**config.mk**
```make
export PLATFORM = sky130hd
export DESIGN_NAME = sef_top
export DESIGN_NICKNAME = d
export VERILOG_FILES = /design/src/hw/sef_pkg.sv /design/src/hw/sef_rx_frame.sv /design/src/hw/sef_top.sv
export VERILOG_INCLUDE_DIRS = /design/src /design/src/hw
export SDC_FILE = /design/constraint.sdc
export NUM_CORES = 1
export LEC_CHECK = 0
export ABC_AREA = 1
export BUFFER_PORTS_ARGS = -buffer_cell sky130_fd_sc_hd__buf_2
export CAP_MARGIN = 25
export CELL_PAD_IN_SITES_DETAIL_PLACEMENT = 1
export CELL_PAD_IN_SITES_GLOBAL_PLACEMENT = 2
export CORE_ASPECT_RATIO = 1.75
export CORE_UTILIZATION = 31
export CTS_CLUSTER_DIAMETER = 60
export CTS_CLUSTER_SIZE = 40
export DETAILED_ROUTE_END_ITERATION = 12
export PLACE_DENSITY_LB_ADDON = 0.1
export SYNTH_ARGS = -nofsm -noshare
export SYNTH_HDL_FRONTEND = slang
export SYNTH_SLANG_ARGS = --single-unit
```
**constraint.sdc**
```tcl
create_clock -name aclk -period 2.5 [get_ports aclk]
set_input_delay 0.125 -clock aclk [delete_from_list [all_inputs] [get_ports aclk]]
set_output_delay 0.125 -clock aclk [all_outputs]
set_load 0.005 [all_outputs]
```
**src/hw/sef_consts.svh**
```systemverilog
// Register offsets, field positions, reset values and counts of the receive-error block.
`ifndef SEF_CONSTS_SVH
`define SEF_CONSTS_SVH

`define SEF_OFS_STATUS   8'h00
`define SEF_OFS_HOLD     8'h04
`define SEF_OFS_CTRL     8'h08
`define SEF_OFS_IRQ_STAT 8'h0c
`define SEF_OFS_IRQ_MASK 8'h10

`define SEF_BIT_RXF      6
`define SEF_BIT_OVR      5
`define SEF_BIT_FRM      4

`define SEF_CTL_RXEN     0
`define SEF_CTL_TWOSTOP  1
`define SEF_CTL_SYNC     2
`define SEF_CTL_DIV_LO   8
`define SEF_CTL_DIV_HI   15

`define SEF_IRQ_RXDONE   0
`define SEF_IRQ_OVR      1
`define SEF_IRQ_FRM      2
`define SEF_IRQ_W        3

`define SEF_DIV_RST      8'h00
`define SEF_OVS_MID      4'h7
`define SEF_OVS_LAST     4'hf
`define SEF_LAST_BIT     3'h7

`define SEF_RESP_OKAY    2'h0
`define SEF_RESP_SLVERR  2'h2

`endif

```
**src/hw/sef_pkg.sv**
```systemverilog
// Types shared by the receive-error block and its receiver.
package sef_pkg;

    typedef struct packed {
        logic        awvalid;
        logic [31:0] awaddr;
        logic        wvalid;
        logic [31:0] wdata;
        logic [3:0]  wstrb;
        logic        bready;
        logic        arvalid;
        logic [31:0] araddr;
        logic        rready;
    } sef_axi_req_t;

    typedef struct packed {
        logic        awready;
        logic        wready;
        logic        bvalid;
        logic [1:0]  bresp;
        logic        arready;
        logic        rvalid;
        logic [31:0] rdata;
        logic [1:0]  rresp;
    } sef_axi_rsp_t;

    typedef struct packed {
        logic       done;
        logic       stop_err;
        logic [7:0] data;
    } sef_rx_evt_t;

    typedef enum logic [2:0] {
        SEF_RX_IDLE  = 3'b000,
        SEF_RX_START = 3'b001,
        SEF_RX_DATA  = 3'b010,
        SEF_RX_STOP1 = 3'b011,
        SEF_RX_STOP2 = 3'b100
    } sef_rx_state_t;

    typedef struct packed {
        logic          pin_meta;
        logic          pin_sync;
        sef_rx_state_t st;
        logic [3:0]    cnt;
        logic [2:0]    idx;
        logic [7:0]    shift;
        sef_rx_evt_t   evt;
    } sef_rx_regs_t;

    typedef struct packed {
        sef_axi_rsp_t          rsp;
        logic                  have_aw;
        logic                  have_w;
        logic [7:0]            waddr;
        logic [31:0]           wdata;
        logic [3:0]            wstrb;
        logic                  rx_full;
        logic                  overrun;
        logic                  framing;
        logic                  rxf_seen;
        logic                  ovr_seen;
        logic                  frm_seen;
        logic [7:0]            hold;
        logic                  rx_en;
        logic                  two_stop;
        logic                  sync_mode;
        logic [7:0]            divisor;
        logic [7:0]            div_cnt;
        logic                  tick;
        logic [2:0]            irq_stat;
        logic [2:0]            irq_mask;
        logic                  irq;
        logic                  tx_halt;
    } sef_regs_t;

endpackage

```
**src/hw/sef_rx_frame.sv**
```systemverilog
// Oversampling character receiver that reports each finished frame and its first stop bit.
`include "sef_consts.svh"
module sef_rx_frame
    import sef_pkg::*;
(
    input  wire logic        aclk,
    input  wire logic        aresetn,
    input  wire logic        rxd,
    input  wire logic        enable,
    input  wire logic        tick,
    input  wire logic        two_stop,
    input  wire logic        check_stop,
    output sef_rx_evt_t      evt
);

    sef_rx_regs_t q;
    sef_rx_regs_t d;

    always_comb begin
        d          = q;
        d.pin_meta = rxd;
        d.pin_sync = q.pin_meta;
        d.evt.done = 1'b0;
        if (!enable) begin
            // Leaving a frame half-read is safer than finishing it while an error is pending.
            d.st  = SEF_RX_IDLE;
            d.cnt = 4'h0;
        end else if (tick) begin
            d.cnt = q.cnt + 4'h1;
            case (q.st)
                SEF_RX_IDLE: begin
                    d.cnt = 4'h0;
                    if (!q.pin_sync) begin
                        d.st = SEF_RX_START;
                    end
                end
                SEF_RX_START: begin
                    if (q.cnt == `SEF_OVS_MID) begin
                        d.cnt = 4'h0;
                        d.idx = 3'h0;
                        d.st  = q.pin_sync ? SEF_RX_IDLE : SEF_RX_DATA;
                    end
                end
                SEF_RX_DATA: begin
                    if (q.cnt == `SEF_OVS_LAST) begin
                        d.shift = {q.pin_sync, q.shift[7:1]};
                        d.idx   = q.idx + 3'h1;
                        if (q.idx == `SEF_LAST_BIT) begin
                            d.st = SEF_RX_STOP1;
                        end
                    end
                end
                SEF_RX_STOP1: begin
                    if (q.cnt == `SEF_OVS_LAST) begin
                        d.evt.stop_err = check_stop && !q.pin_sync;
                        d.evt.data     = q.shift;
                        if (two_stop) begin
                            d.st = SEF_RX_STOP2;
                        end else begin
                            d.st       = SEF_RX_IDLE;
                            d.evt.done = 1'b1;
                        end
                    end
                end
                SEF_RX_STOP2: begin
                    if (q.cnt == `SEF_OVS_LAST) begin
                        d.st       = SEF_RX_IDLE;
                        d.evt.done = 1'b1;
                    end
                end
                default: begin
                    d.st = SEF_RX_IDLE;
                end
            endcase
        end
    end

    always_ff @(posedge aclk) begin
        if (!aresetn) begin
            q          <= '0;
            q.pin_meta <= 1'b1;
            q.pin_sync <= 1'b1;
            q.st       <= SEF_RX_IDLE;
        end else begin
            q <= d;
        end
    end

    assign evt = q.evt;

endmodule

```
**src/hw/sef_top.sv**
```systemverilog
// Serial receive-error flags with holding register, AXI4-Lite registers and interrupt.
//
// Chosen here: the AXI4-Lite interface to the registers and the register offsets.
`include "sef_consts.svh"
module sef_top
    import sef_pkg::*;
(
    input  wire logic        aclk,
    input  wire logic        aresetn,
    input  sef_axi_req_t     axi_req,
    output sef_axi_rsp_t     axi_rsp,
    input  wire logic        rxd,
    output logic             irq,
    output logic             tx_halt
);

    sef_regs_t   q;
    sef_regs_t   d;
    sef_rx_evt_t evt;
    logic        error_hold;

    assign error_hold = q.overrun || q.framing;

    sef_rx_frame u_rx (
        .aclk       (aclk),
        .aresetn    (aresetn),
        .rxd        (rxd),
        .enable     (q.rx_en && !error_hold),
        .tick       (q.tick),
        .two_stop   (q.two_stop),
        .check_stop (!q.sync_mode),
        .evt        (evt)
    );

    always_comb begin
        logic        aw_hs;
        logic        w_hs;
        logic        ar_hs;
        logic        do_wr;
        logic        wr_lane0;
        logic [7:0]  raddr;
        logic [7:0]  status;
        logic [2:0]  ev;
        aw_hs    = axi_req.awvalid && q.rsp.awready;
        w_hs     = axi_req.wvalid && q.rsp.wready;
        ar_hs    = axi_req.arvalid && q.rsp.arready;
        do_wr    = q.have_aw && q.have_w && !q.rsp.bvalid;
        wr_lane0 = do_wr && q.wstrb[0];
        raddr    = axi_req.araddr[7:0];
        status   = 8'h00;
        status[`SEF_BIT_RXF] = q.rx_full;
        status[`SEF_BIT_OVR] = q.overrun;
        status[`SEF_BIT_FRM] = q.framing;
        ev       = 3'h0;
        d        = q;

        // The divider gives a one-cycle oversampling enable every divisor+1 clocks.
        d.tick = 1'b0;
        if (q.div_cnt == 8'h00) begin
            d.div_cnt = q.divisor;
            d.tick    = 1'b1;
        end else begin
            d.div_cnt = q.div_cnt - 8'h01;
        end

        // Write channel capture; address and data may arrive in either order.
        if (aw_hs) begin
            d.have_aw = 1'b1;
            d.waddr   = axi_req.awaddr[7:0];
        end
        if (w_hs) begin
            d.have_w = 1'b1;
            d.wdata  = axi_req.wdata;
            d.wstrb  = axi_req.wstrb;
        end
        if (q.rsp.bvalid && axi_req.bready) begin
            d.rsp.bvalid = 1'b0;
        end
        if (do_wr) begin
            d.have_aw      = 1'b0;
            d.have_w       = 1'b0;
            d.rsp.bvalid   = 1'b1;
            d.rsp.bresp    = `SEF_RESP_OKAY;
            case (q.waddr)
                `SEF_OFS_STATUS: begin
                    // A one written to a flag bit is simply ignored.
                    if (wr_lane0 && !q.wdata[`SEF_BIT_RXF] && q.rxf_seen) begin
                        d.rx_full  = 1'b0;
                        d.rxf_seen = 1'b0;
                    end
                    if (wr_lane0 && !q.wdata[`SEF_BIT_OVR] && q.ovr_seen) begin
                        d.overrun  = 1'b0;
                        d.ovr_seen = 1'b0;
                    end
                    if (wr_lane0 && !q.wdata[`SEF_BIT_FRM] && q.frm_seen) begin
                        d.framing  = 1'b0;
                        d.frm_seen = 1'b0;
                    end
                end
                `SEF_OFS_HOLD: begin
                end
                `SEF_OFS_CTRL: begin
                    // Control bits only; the error flags live elsewhere and stay put.
                    if (q.wstrb[0]) begin
                        d.rx_en     = q.wdata[`SEF_CTL_RXEN];
                        d.two_stop  = q.wdata[`SEF_CTL_TWOSTOP];
                        d.sync_mode = q.wdata[`SEF_CTL_SYNC];
                    end
                    if (q.wstrb[1]) begin
                        d.divisor = q.wdata[`SEF_CTL_DIV_HI:`SEF_CTL_DIV_LO];
                    end
                end
                `SEF_OFS_IRQ_STAT: begin
                    if (q.wstrb[0]) begin
                        d.irq_stat = q.irq_stat & ~q.wdata[`SEF_IRQ_W-1:0];
                    end
                end
                `SEF_OFS_IRQ_MASK: begin
                    if (q.wstrb[0]) begin
                        d.irq_mask = q.wdata[`SEF_IRQ_W-1:0];
                    end
                end
                default: begin
                    d.rsp.bresp = `SEF_RESP_SLVERR;
                end
            endcase
        end
        d.rsp.awready = !d.have_aw && !d.rsp.bvalid;
        d.rsp.wready  = !d.have_w && !d.rsp.bvalid;

        // Read channel; reading the status arms the clear of each flag seen at one.
        if (q.rsp.rvalid && axi_req.rready) begin
            d.rsp.rvalid = 1'b0;
        end
        if (ar_hs) begin
            d.rsp.rvalid = 1'b1;
            d.rsp.rresp  = `SEF_RESP_OKAY;
            d.rsp.rdata  = 32'h0000_0000;
            case (raddr)
                `SEF_OFS_STATUS: begin
                    d.rsp.rdata[7:0] = status;
                    d.rxf_seen = q.rxf_seen || q.rx_full;
                    d.ovr_seen = q.ovr_seen || q.overrun;
                    d.frm_seen = q.frm_seen || q.framing;
                end
                `SEF_OFS_HOLD: begin
                    d.rsp.rdata[7:0] = q.hold;
                end
                `SEF_OFS_CTRL: begin
                    d.rsp.rdata[`SEF_CTL_RXEN]    = q.rx_en;
                    d.rsp.rdata[`SEF_CTL_TWOSTOP] = q.two_stop;
                    d.rsp.rdata[`SEF_CTL_SYNC]    = q.sync_mode;
                    d.rsp.rdata[`SEF_CTL_DIV_HI:`SEF_CTL_DIV_LO] = q.divisor;
                end
                `SEF_OFS_IRQ_STAT: begin
                    d.rsp.rdata[`SEF_IRQ_W-1:0] = q.irq_stat;
                end
                `SEF_OFS_IRQ_MASK: begin
                    d.rsp.rdata[`SEF_IRQ_W-1:0] = q.irq_mask;
                end
                default: begin
                    d.rsp.rresp = `SEF_RESP_SLVERR;
                end
            endcase
        end
        d.rsp.arready = !d.rsp.rvalid;

        // Frame completion is applied last so that a set beats a clear in the same cycle.
        if (evt.done) begin
            if (q.rx_full) begin
                d.overrun = 1'b1;
                ev[`SEF_IRQ_OVR] = 1'b1;
            end else if (evt.stop_err) begin
                d.hold    = evt.data;
                d.framing = 1'b1;
                ev[`SEF_IRQ_FRM] = 1'b1;
            end else begin
                d.hold    = evt.data;
                d.rx_full = 1'b1;
                ev[`SEF_IRQ_RXDONE] = 1'b1;
            end
        end
        // A flag set again while armed must be read again before it can be cleared.
        if (ev[`SEF_IRQ_OVR]) begin
            d.ovr_seen = 1'b0;
        end
        if (ev[`SEF_IRQ_FRM]) begin
            d.frm_seen = 1'b0;
        end
        if (ev[`SEF_IRQ_RXDONE]) begin
            d.rxf_seen = 1'b0;
        end
        d.irq_stat = d.irq_stat | ev;
        d.irq      = |(d.irq_stat & d.irq_mask);
        d.tx_halt  = d.sync_mode && (d.overrun || d.framing);
    end

    always_ff @(posedge aclk) begin
        if (!aresetn) begin
            q         <= '0;
            q.divisor <= `SEF_DIV_RST;
            q.div_cnt <= `SEF_DIV_RST;
        end else begin
            q <= d;
        end
    end

    assign axi_rsp = q.rsp;
    assign irq     = q.irq;
    assign tx_halt = q.tx_halt;

endmodule

```
## Word-level counts from Yosys, hierarchy flattened

Cells that the tools add are included.

| storage, ports and cells | value |
|---|---|
| flip-flop bits (word level) | 125 |
| bits of input ports | 108 |

| cells by class | value |
|---|---|
| add/subtract/negate cells | 3 |
| equality and inequality tests | 21 |
| muxes and demuxes | 61 |
| bitwise gates (word level) | 6 |
| reductions and logical operators | 55 |

Operator list:

| kind | count |
|---|---|
| 2-to-1 mux 3 bit | 15 |
| 2-to-1 mux 35 bit | 1 |
| == test 8 x 4 -> 1 bit (second input constant) | 4 |
| logical NOT 8 bit | 3 |
| 2-to-1 mux 1 bit | 24 |
| 2-to-1 mux 8 bit | 3 |
| 2-to-1 mux 10 bit | 2 |
| logical AND 1 bit | 19 |
| 2-to-1 mux 6 bit | 3 |
| 2-to-1 mux 9 bit | 2 |
| == test 8 x 3 -> 1 bit (second input constant) | 2 |
| == test 8 x 5 -> 1 bit (second input constant) | 2 |
| case mux 3 bit (5 select lines) | 1 |
| case mux 3 bit (4 select lines) | 1 |
| logical NOT 1 bit | 11 |
| 2-to-1 mux 11 bit | 1 |
| != test 2 x 1 -> 1 bit (second input constant) | 5 |
| case mux 5 bit (2 select lines) | 1 |
| OR reduction 5 bit | 2 |
| AND reduction 3 bit | 3 |
| 2-to-1 mux 2 bit | 4 |
| case mux 4 bit (2 select lines) | 1 |
| AND reduction 4 bit | 2 |
| subtractor 8 x 1 -> 8 bit (second input constant) | 1 |
| other kinds (22) | 33 |

## Logic depth before layout (Yosys ltp)

| depth | value |
|---|---|
| depth after elaboration | 13 |
| mapped depth | 11 |
| gate-level depth less buffers | 11 |

## Cells and area by module

A second synthesis with hierarchy kept.

| second synthesis, totals | value |
|---|---|
| cell total of the unflattened synthesis | 737 |
| area, all modules | 5569.1 µm² |

By module, submodules not included:

| module | instances | cells an instance | area each (µm²) |
|---|---|---|---|
| sef_top | 1 | 553 | 4135.2 |
| sef_rx_frame | 1 | 184 | 1433.9 |

## Least setup slack after synthesis

No wires, ideal clock.

| timing path | value |
|---|---|
| kind | reg2reg |
| from | register u_rx.q[21] in the netlist's numbering |
| to | register u_rx.q[19] in the netlist's numbering |
| arrival time | 1301 ps |
| setup slack | 1071 ps |
| stages on the path, launching flop included | 11 |
| path buffers | 0 |
| clock period less this slack | 1429 ps |
| cell sequence | dfxtp_1 ha_1 nand2_1 nor2_4 inv_2 nand2_1 nand3_1 nor2_2 nand2_1 o21ai_1 nor2_1 |

| on the way | value |
|---|---|
| word-level cells in the longest chain between the ends | 3 |

Ends and longest elaborated chain:

| item | line | RTL |
|---|---|---|
| from (decl) | sef_rx_frame.sv:16 | `sef_rx_regs_t q;` |
| == test 4 bit (no source line) or == test 4 x 3 -> 1 bit (tied branches) | -- |  |
| != test 2 x 1 -> 1 bit (no source line) | -- |  |
| AND reduction 5 bit (no source line) * | -- |  |

Mark *: on every way between the ends. The rest lies on a longest branch, timed or not.
A chain may end at the register's enable or synchronous reset.

## Final worst setup path

| timing path | value |
|---|---|
| from | register q[85] in the netlist's numbering |
| to | register q[24] in the netlist's numbering |

| on the way | value |
|---|---|
| word-level cells in the longest chain between the ends | 2 |

Ends and longest elaborated chain:

| item | line | RTL |
|---|---|---|
| from (decl) | sef_top.sv:17 | `sef_regs_t q;` |
| == test 8 x 4 -> 1 bit | sef_top.sv:84 | `case (q.waddr)` |
| AND reduction 3 bit (no source line) | -- |  |

No other way between the ends.

==> results summary <==
The number of CTS-inserted buffers came out at 17. The design draws 0.00516 W. A synthesized cell averages 7.34 um2. The cell count of the worst hold path came out at 3. The number of H-tree levels came out at 4. The post-route DRC violation count is 0.

In the post-synthesis netlist, the biggest area contributors are dfxtp_1, nor2_1, nand2_1. Setup violations remaining at the end of the flow were counted as 0. In this design, the stage delay of the slowest critical-path cell is 440 ps. The proportion of synthesized chip area in sequential cells came out at 45.3%.

The routed layout has 4783 vias. The first-pass GRT wire length came out at 24200 um. The kind of capture point of the worst setup path is a flop.

The maximum number of buffers from clock root to sink came out at 2. The slew at the pin with the worst max-slew slack is 759 ps. After layout, the minimum clock period comes to 1820 ps. The initial antenna violation count came out at 0. The cell depth of the worst flop-to-flop path came out at 6.

The total number of nets in the final design came out at 903. The number of endpoints with negative hold slack in the final report is 0. The pre-CTS worst setup slack came out at 630 ps. The number of rows created at floorplan came out at 63. The top cell types in the final layout, fill and taps aside, are dfxtp_1, nor2_1, nand2_1. The vias per cell came out at 4.64. The slack of the critical path came out at 683 ps.

In the final timing run, aggregate negative setup slack is 0 ps. The kind of cell with the highest combined delay along the critical path is simple AND/OR/NAND/NOR gates. The tree is rooted in a clkbuf_16. Among all stages on the critical path, the largest delay is contributed by nand3_1.

Setup repair after global routing left no endpoint under its margin. The count of filler cells inserted in the layout came out at 2107. The worst path buffer plus inverter count came out at 0. The instance count of the mapped netlist is 729.

The overflow left after global routing is 0. The layout overhead on the synthesized area is 20.3%. The repair_antennas step left the layout with diodes totalling 0. The worst register-to-register path ends at q[24]. The die covers 17800 um2. The number of clock sinks came out at 121.

The clock slew seen by the registers of the worst setup and hold paths came out at 60 ps. After floorplanning, the core was sized to cover 16900 um2. The synthesized design contains 121 register bits. The setup path with the least slack is of type reg -> reg. The total count of max-transition violations in the final report was 0. The slack of the worst reg-to-reg path came out at 680 ps. Yosys mapped the design onto 35 distinct sky130hd cell types. The path with the worst hold slack has its endpoint at q[55]. 151 I/O pins were placed. In this run the worst hold path is classified as in -> reg. The worst slew margin relative to its limit is 49.4%. The leakage power figure is 2.75 nW.

Data on the critical path is required at its endpoint by 2780 ps. The via count of the first global-routing pass was 4920. The initial detailed-routing violation count is 116. STA classifies the critical path startpoint as a flop. The TritonCTS clock tree is yes.

The startpoint identified for the worst hold timing path is axi_req[48]. Summed over all nets, the half-perimeter wirelength after detailed placement is 11000 um. The final period utilization came out at 72.7%. The fraction of the core area covered by cells at the end of the flow is 38.0%. The routability congestion estimate is 0.798.

The clock insertion delay at the later pin of the skew report is 410 ps. After detailed routing, the total wire length is 14700 um. The arrival time at the worst endpoint is 2090 ps. The library cell used most frequently in the layout, excluding fill and tap cells, is dfxtp_1.

The achievable frequency came out at 0.550 GHz. The power density over cell area came out at 802 nW/um2. The count of input and output buffers came out at 64. The clock tree skew after final layout is 10.9 ps. The maximum fanout count along the critical path came out at 16. Once detail routing completed, the nets flagged for antenna violations numbered 0. Summed over all instances, the cell type with the most area after synthesis is dfxtp_1. The proportion of netlist area held by the largest area contributor is 45.3%. The number of max-cap violations is 0. The detailed-routing iteration count for the pre-antenna-repair pass came out at 4. The flow ran to the end, and the final reports show no timing, DRC or antenna violations. For this configuration, the core starts out at a cell density of 31.6%.

In the global route stage, overall resource usage came out at 17.8%. The number of warnings printed during yosys synthesis came out at 0. The startpoint identified for the worst register-to-register timing path is q[85].

The mapped netlist covers 5350 um2. The critical path goes through nor2_1, nand2_1, nor2_2, nand3_1, o21ai_1, a21oi_1. The fraction of layout instances using a drive strength above 1 came out at 16.3%. IR analysis of the VDD net gives a maximum drop of 482 uV. The width of the chip is 101 um.

The average routed wire per standard cell is 14.2 um. The pin count of the biggest net entering global routing came out at 86. From bottom edge to top edge, the die measures 176 um.
-- worst register-to-register path: cells and delay by family (launching register included) --
family,cells,cell delay (ps)
simple gates,4,970
flops,1,310
compound gates,2,400
-- cell type report --
type,count,area (um2),share of cell area [%]
clock buffer,22,484,7.53
clock inverter,10,118,1.83
inverter,76,285,4.43
multi-input combinational,486,2300,35.8
sequential,121,2420,37.7
tap,227,284,4.41
timing repair buffer,88,538,8.36
-- registers in the layout (all words and copies together) (netlist names) --
signal / count
u_rx.q: 19
irq: 1
u_rx.d: 1
tx_halt: 1
axi_rsp: 23
u_rx.evt: 10
q: 66
-- synthesized netlist by cell type --
master / count
dfxtp_1: 121
nor2_1: 110
nand2_1: 101
o21ai_0: 74
inv_1: 67
a21oi_1: 62
nand3_1: 47
buf_4: 41
o21ai_1: 18
clkbuf_1: 17
a31oi_1: 8
inv_2: 8
nor3_1: 8
nor2_2: 6
ha_1: 5
buf_2: 4
a211oi_1: 3
nand2_2: 3
nand4_1: 3
nor2_4: 3
o22ai_1: 3
nand3_2: 2
o31ai_1: 2
or2_2: 2
a22oi_1: 1
and2_1: 1
buf_6: 1
clkinv_1: 1
conb_1: 1
nand4_2: 1
nor2_8: 1
nor3_4: 1
o221ai_1: 1
or2_0: 1
xnor2_1: 1
-- worst max path at each step --
stage | slack [ps] | cells after the start | startpoint | endpoint
final | 680 | 6 | q[85] | q[24]
after global routing | 410 | 6 | q[78] | q[17]
after CTS | 620 | 6 | q[85] | q[24]
after detailed placement | 630 | 6 | q[85] | q[24]
after global placement | 670 | 6 | q[85] | q[24]
after floorplan | 1070 | 10 | u_rx.q[21] | u_rx.q[19]
-- per-stage QoR --
stage	std cells	instance area, um2	hold WS [ps]
floorplan	746	5410	232
global placement	983	5680	313
detailed placement	983	5680	316
CTS	1030	6430	7.47
global route	1030	6430	34.0
finish	1030	6430	18.2
-- per-layer routing --
layer	vias up	share of wire (%)	global-route usage, %
met1	2260	40	18.5
met4	0	1.8	6.76
met3	17	2.5	3.30
met5	-	0	0
li1	2441	-	-
met2	65	56	34.3
-- power by group --
part | internal, W | leakage (nW) | switching [W]
Clock | 0.00157 | 0.284 | 0.000893
Sequential | 0.00204 | 0.984 | 0.0000680
Combinational | 0.000219 | 1.48 | 0.000369
Total | 0.00383 | 2.75 | 0.00133
-- timing repair --
action / CTS / global route
buffers inserted: 0 / 0
endpoints found under the hold margin: 15 / 0
resized for setup: 0 / 0
hold buffers: 15 / 0
-- cell families (layout without fill, tap and decap cells) --
logic type,after synthesis,in the layout,share of synthesized area (%)
buf+inv,139,196,12.9
other cells,1,18,0.0701
simple gates,290,290,23.7
xor+xnor,1,1,0.164
compound gates,172,172,16.7
fa+ha+maj,5,5,1.17
flops,121,121,45.3
(Power assumes the default switching activity.)
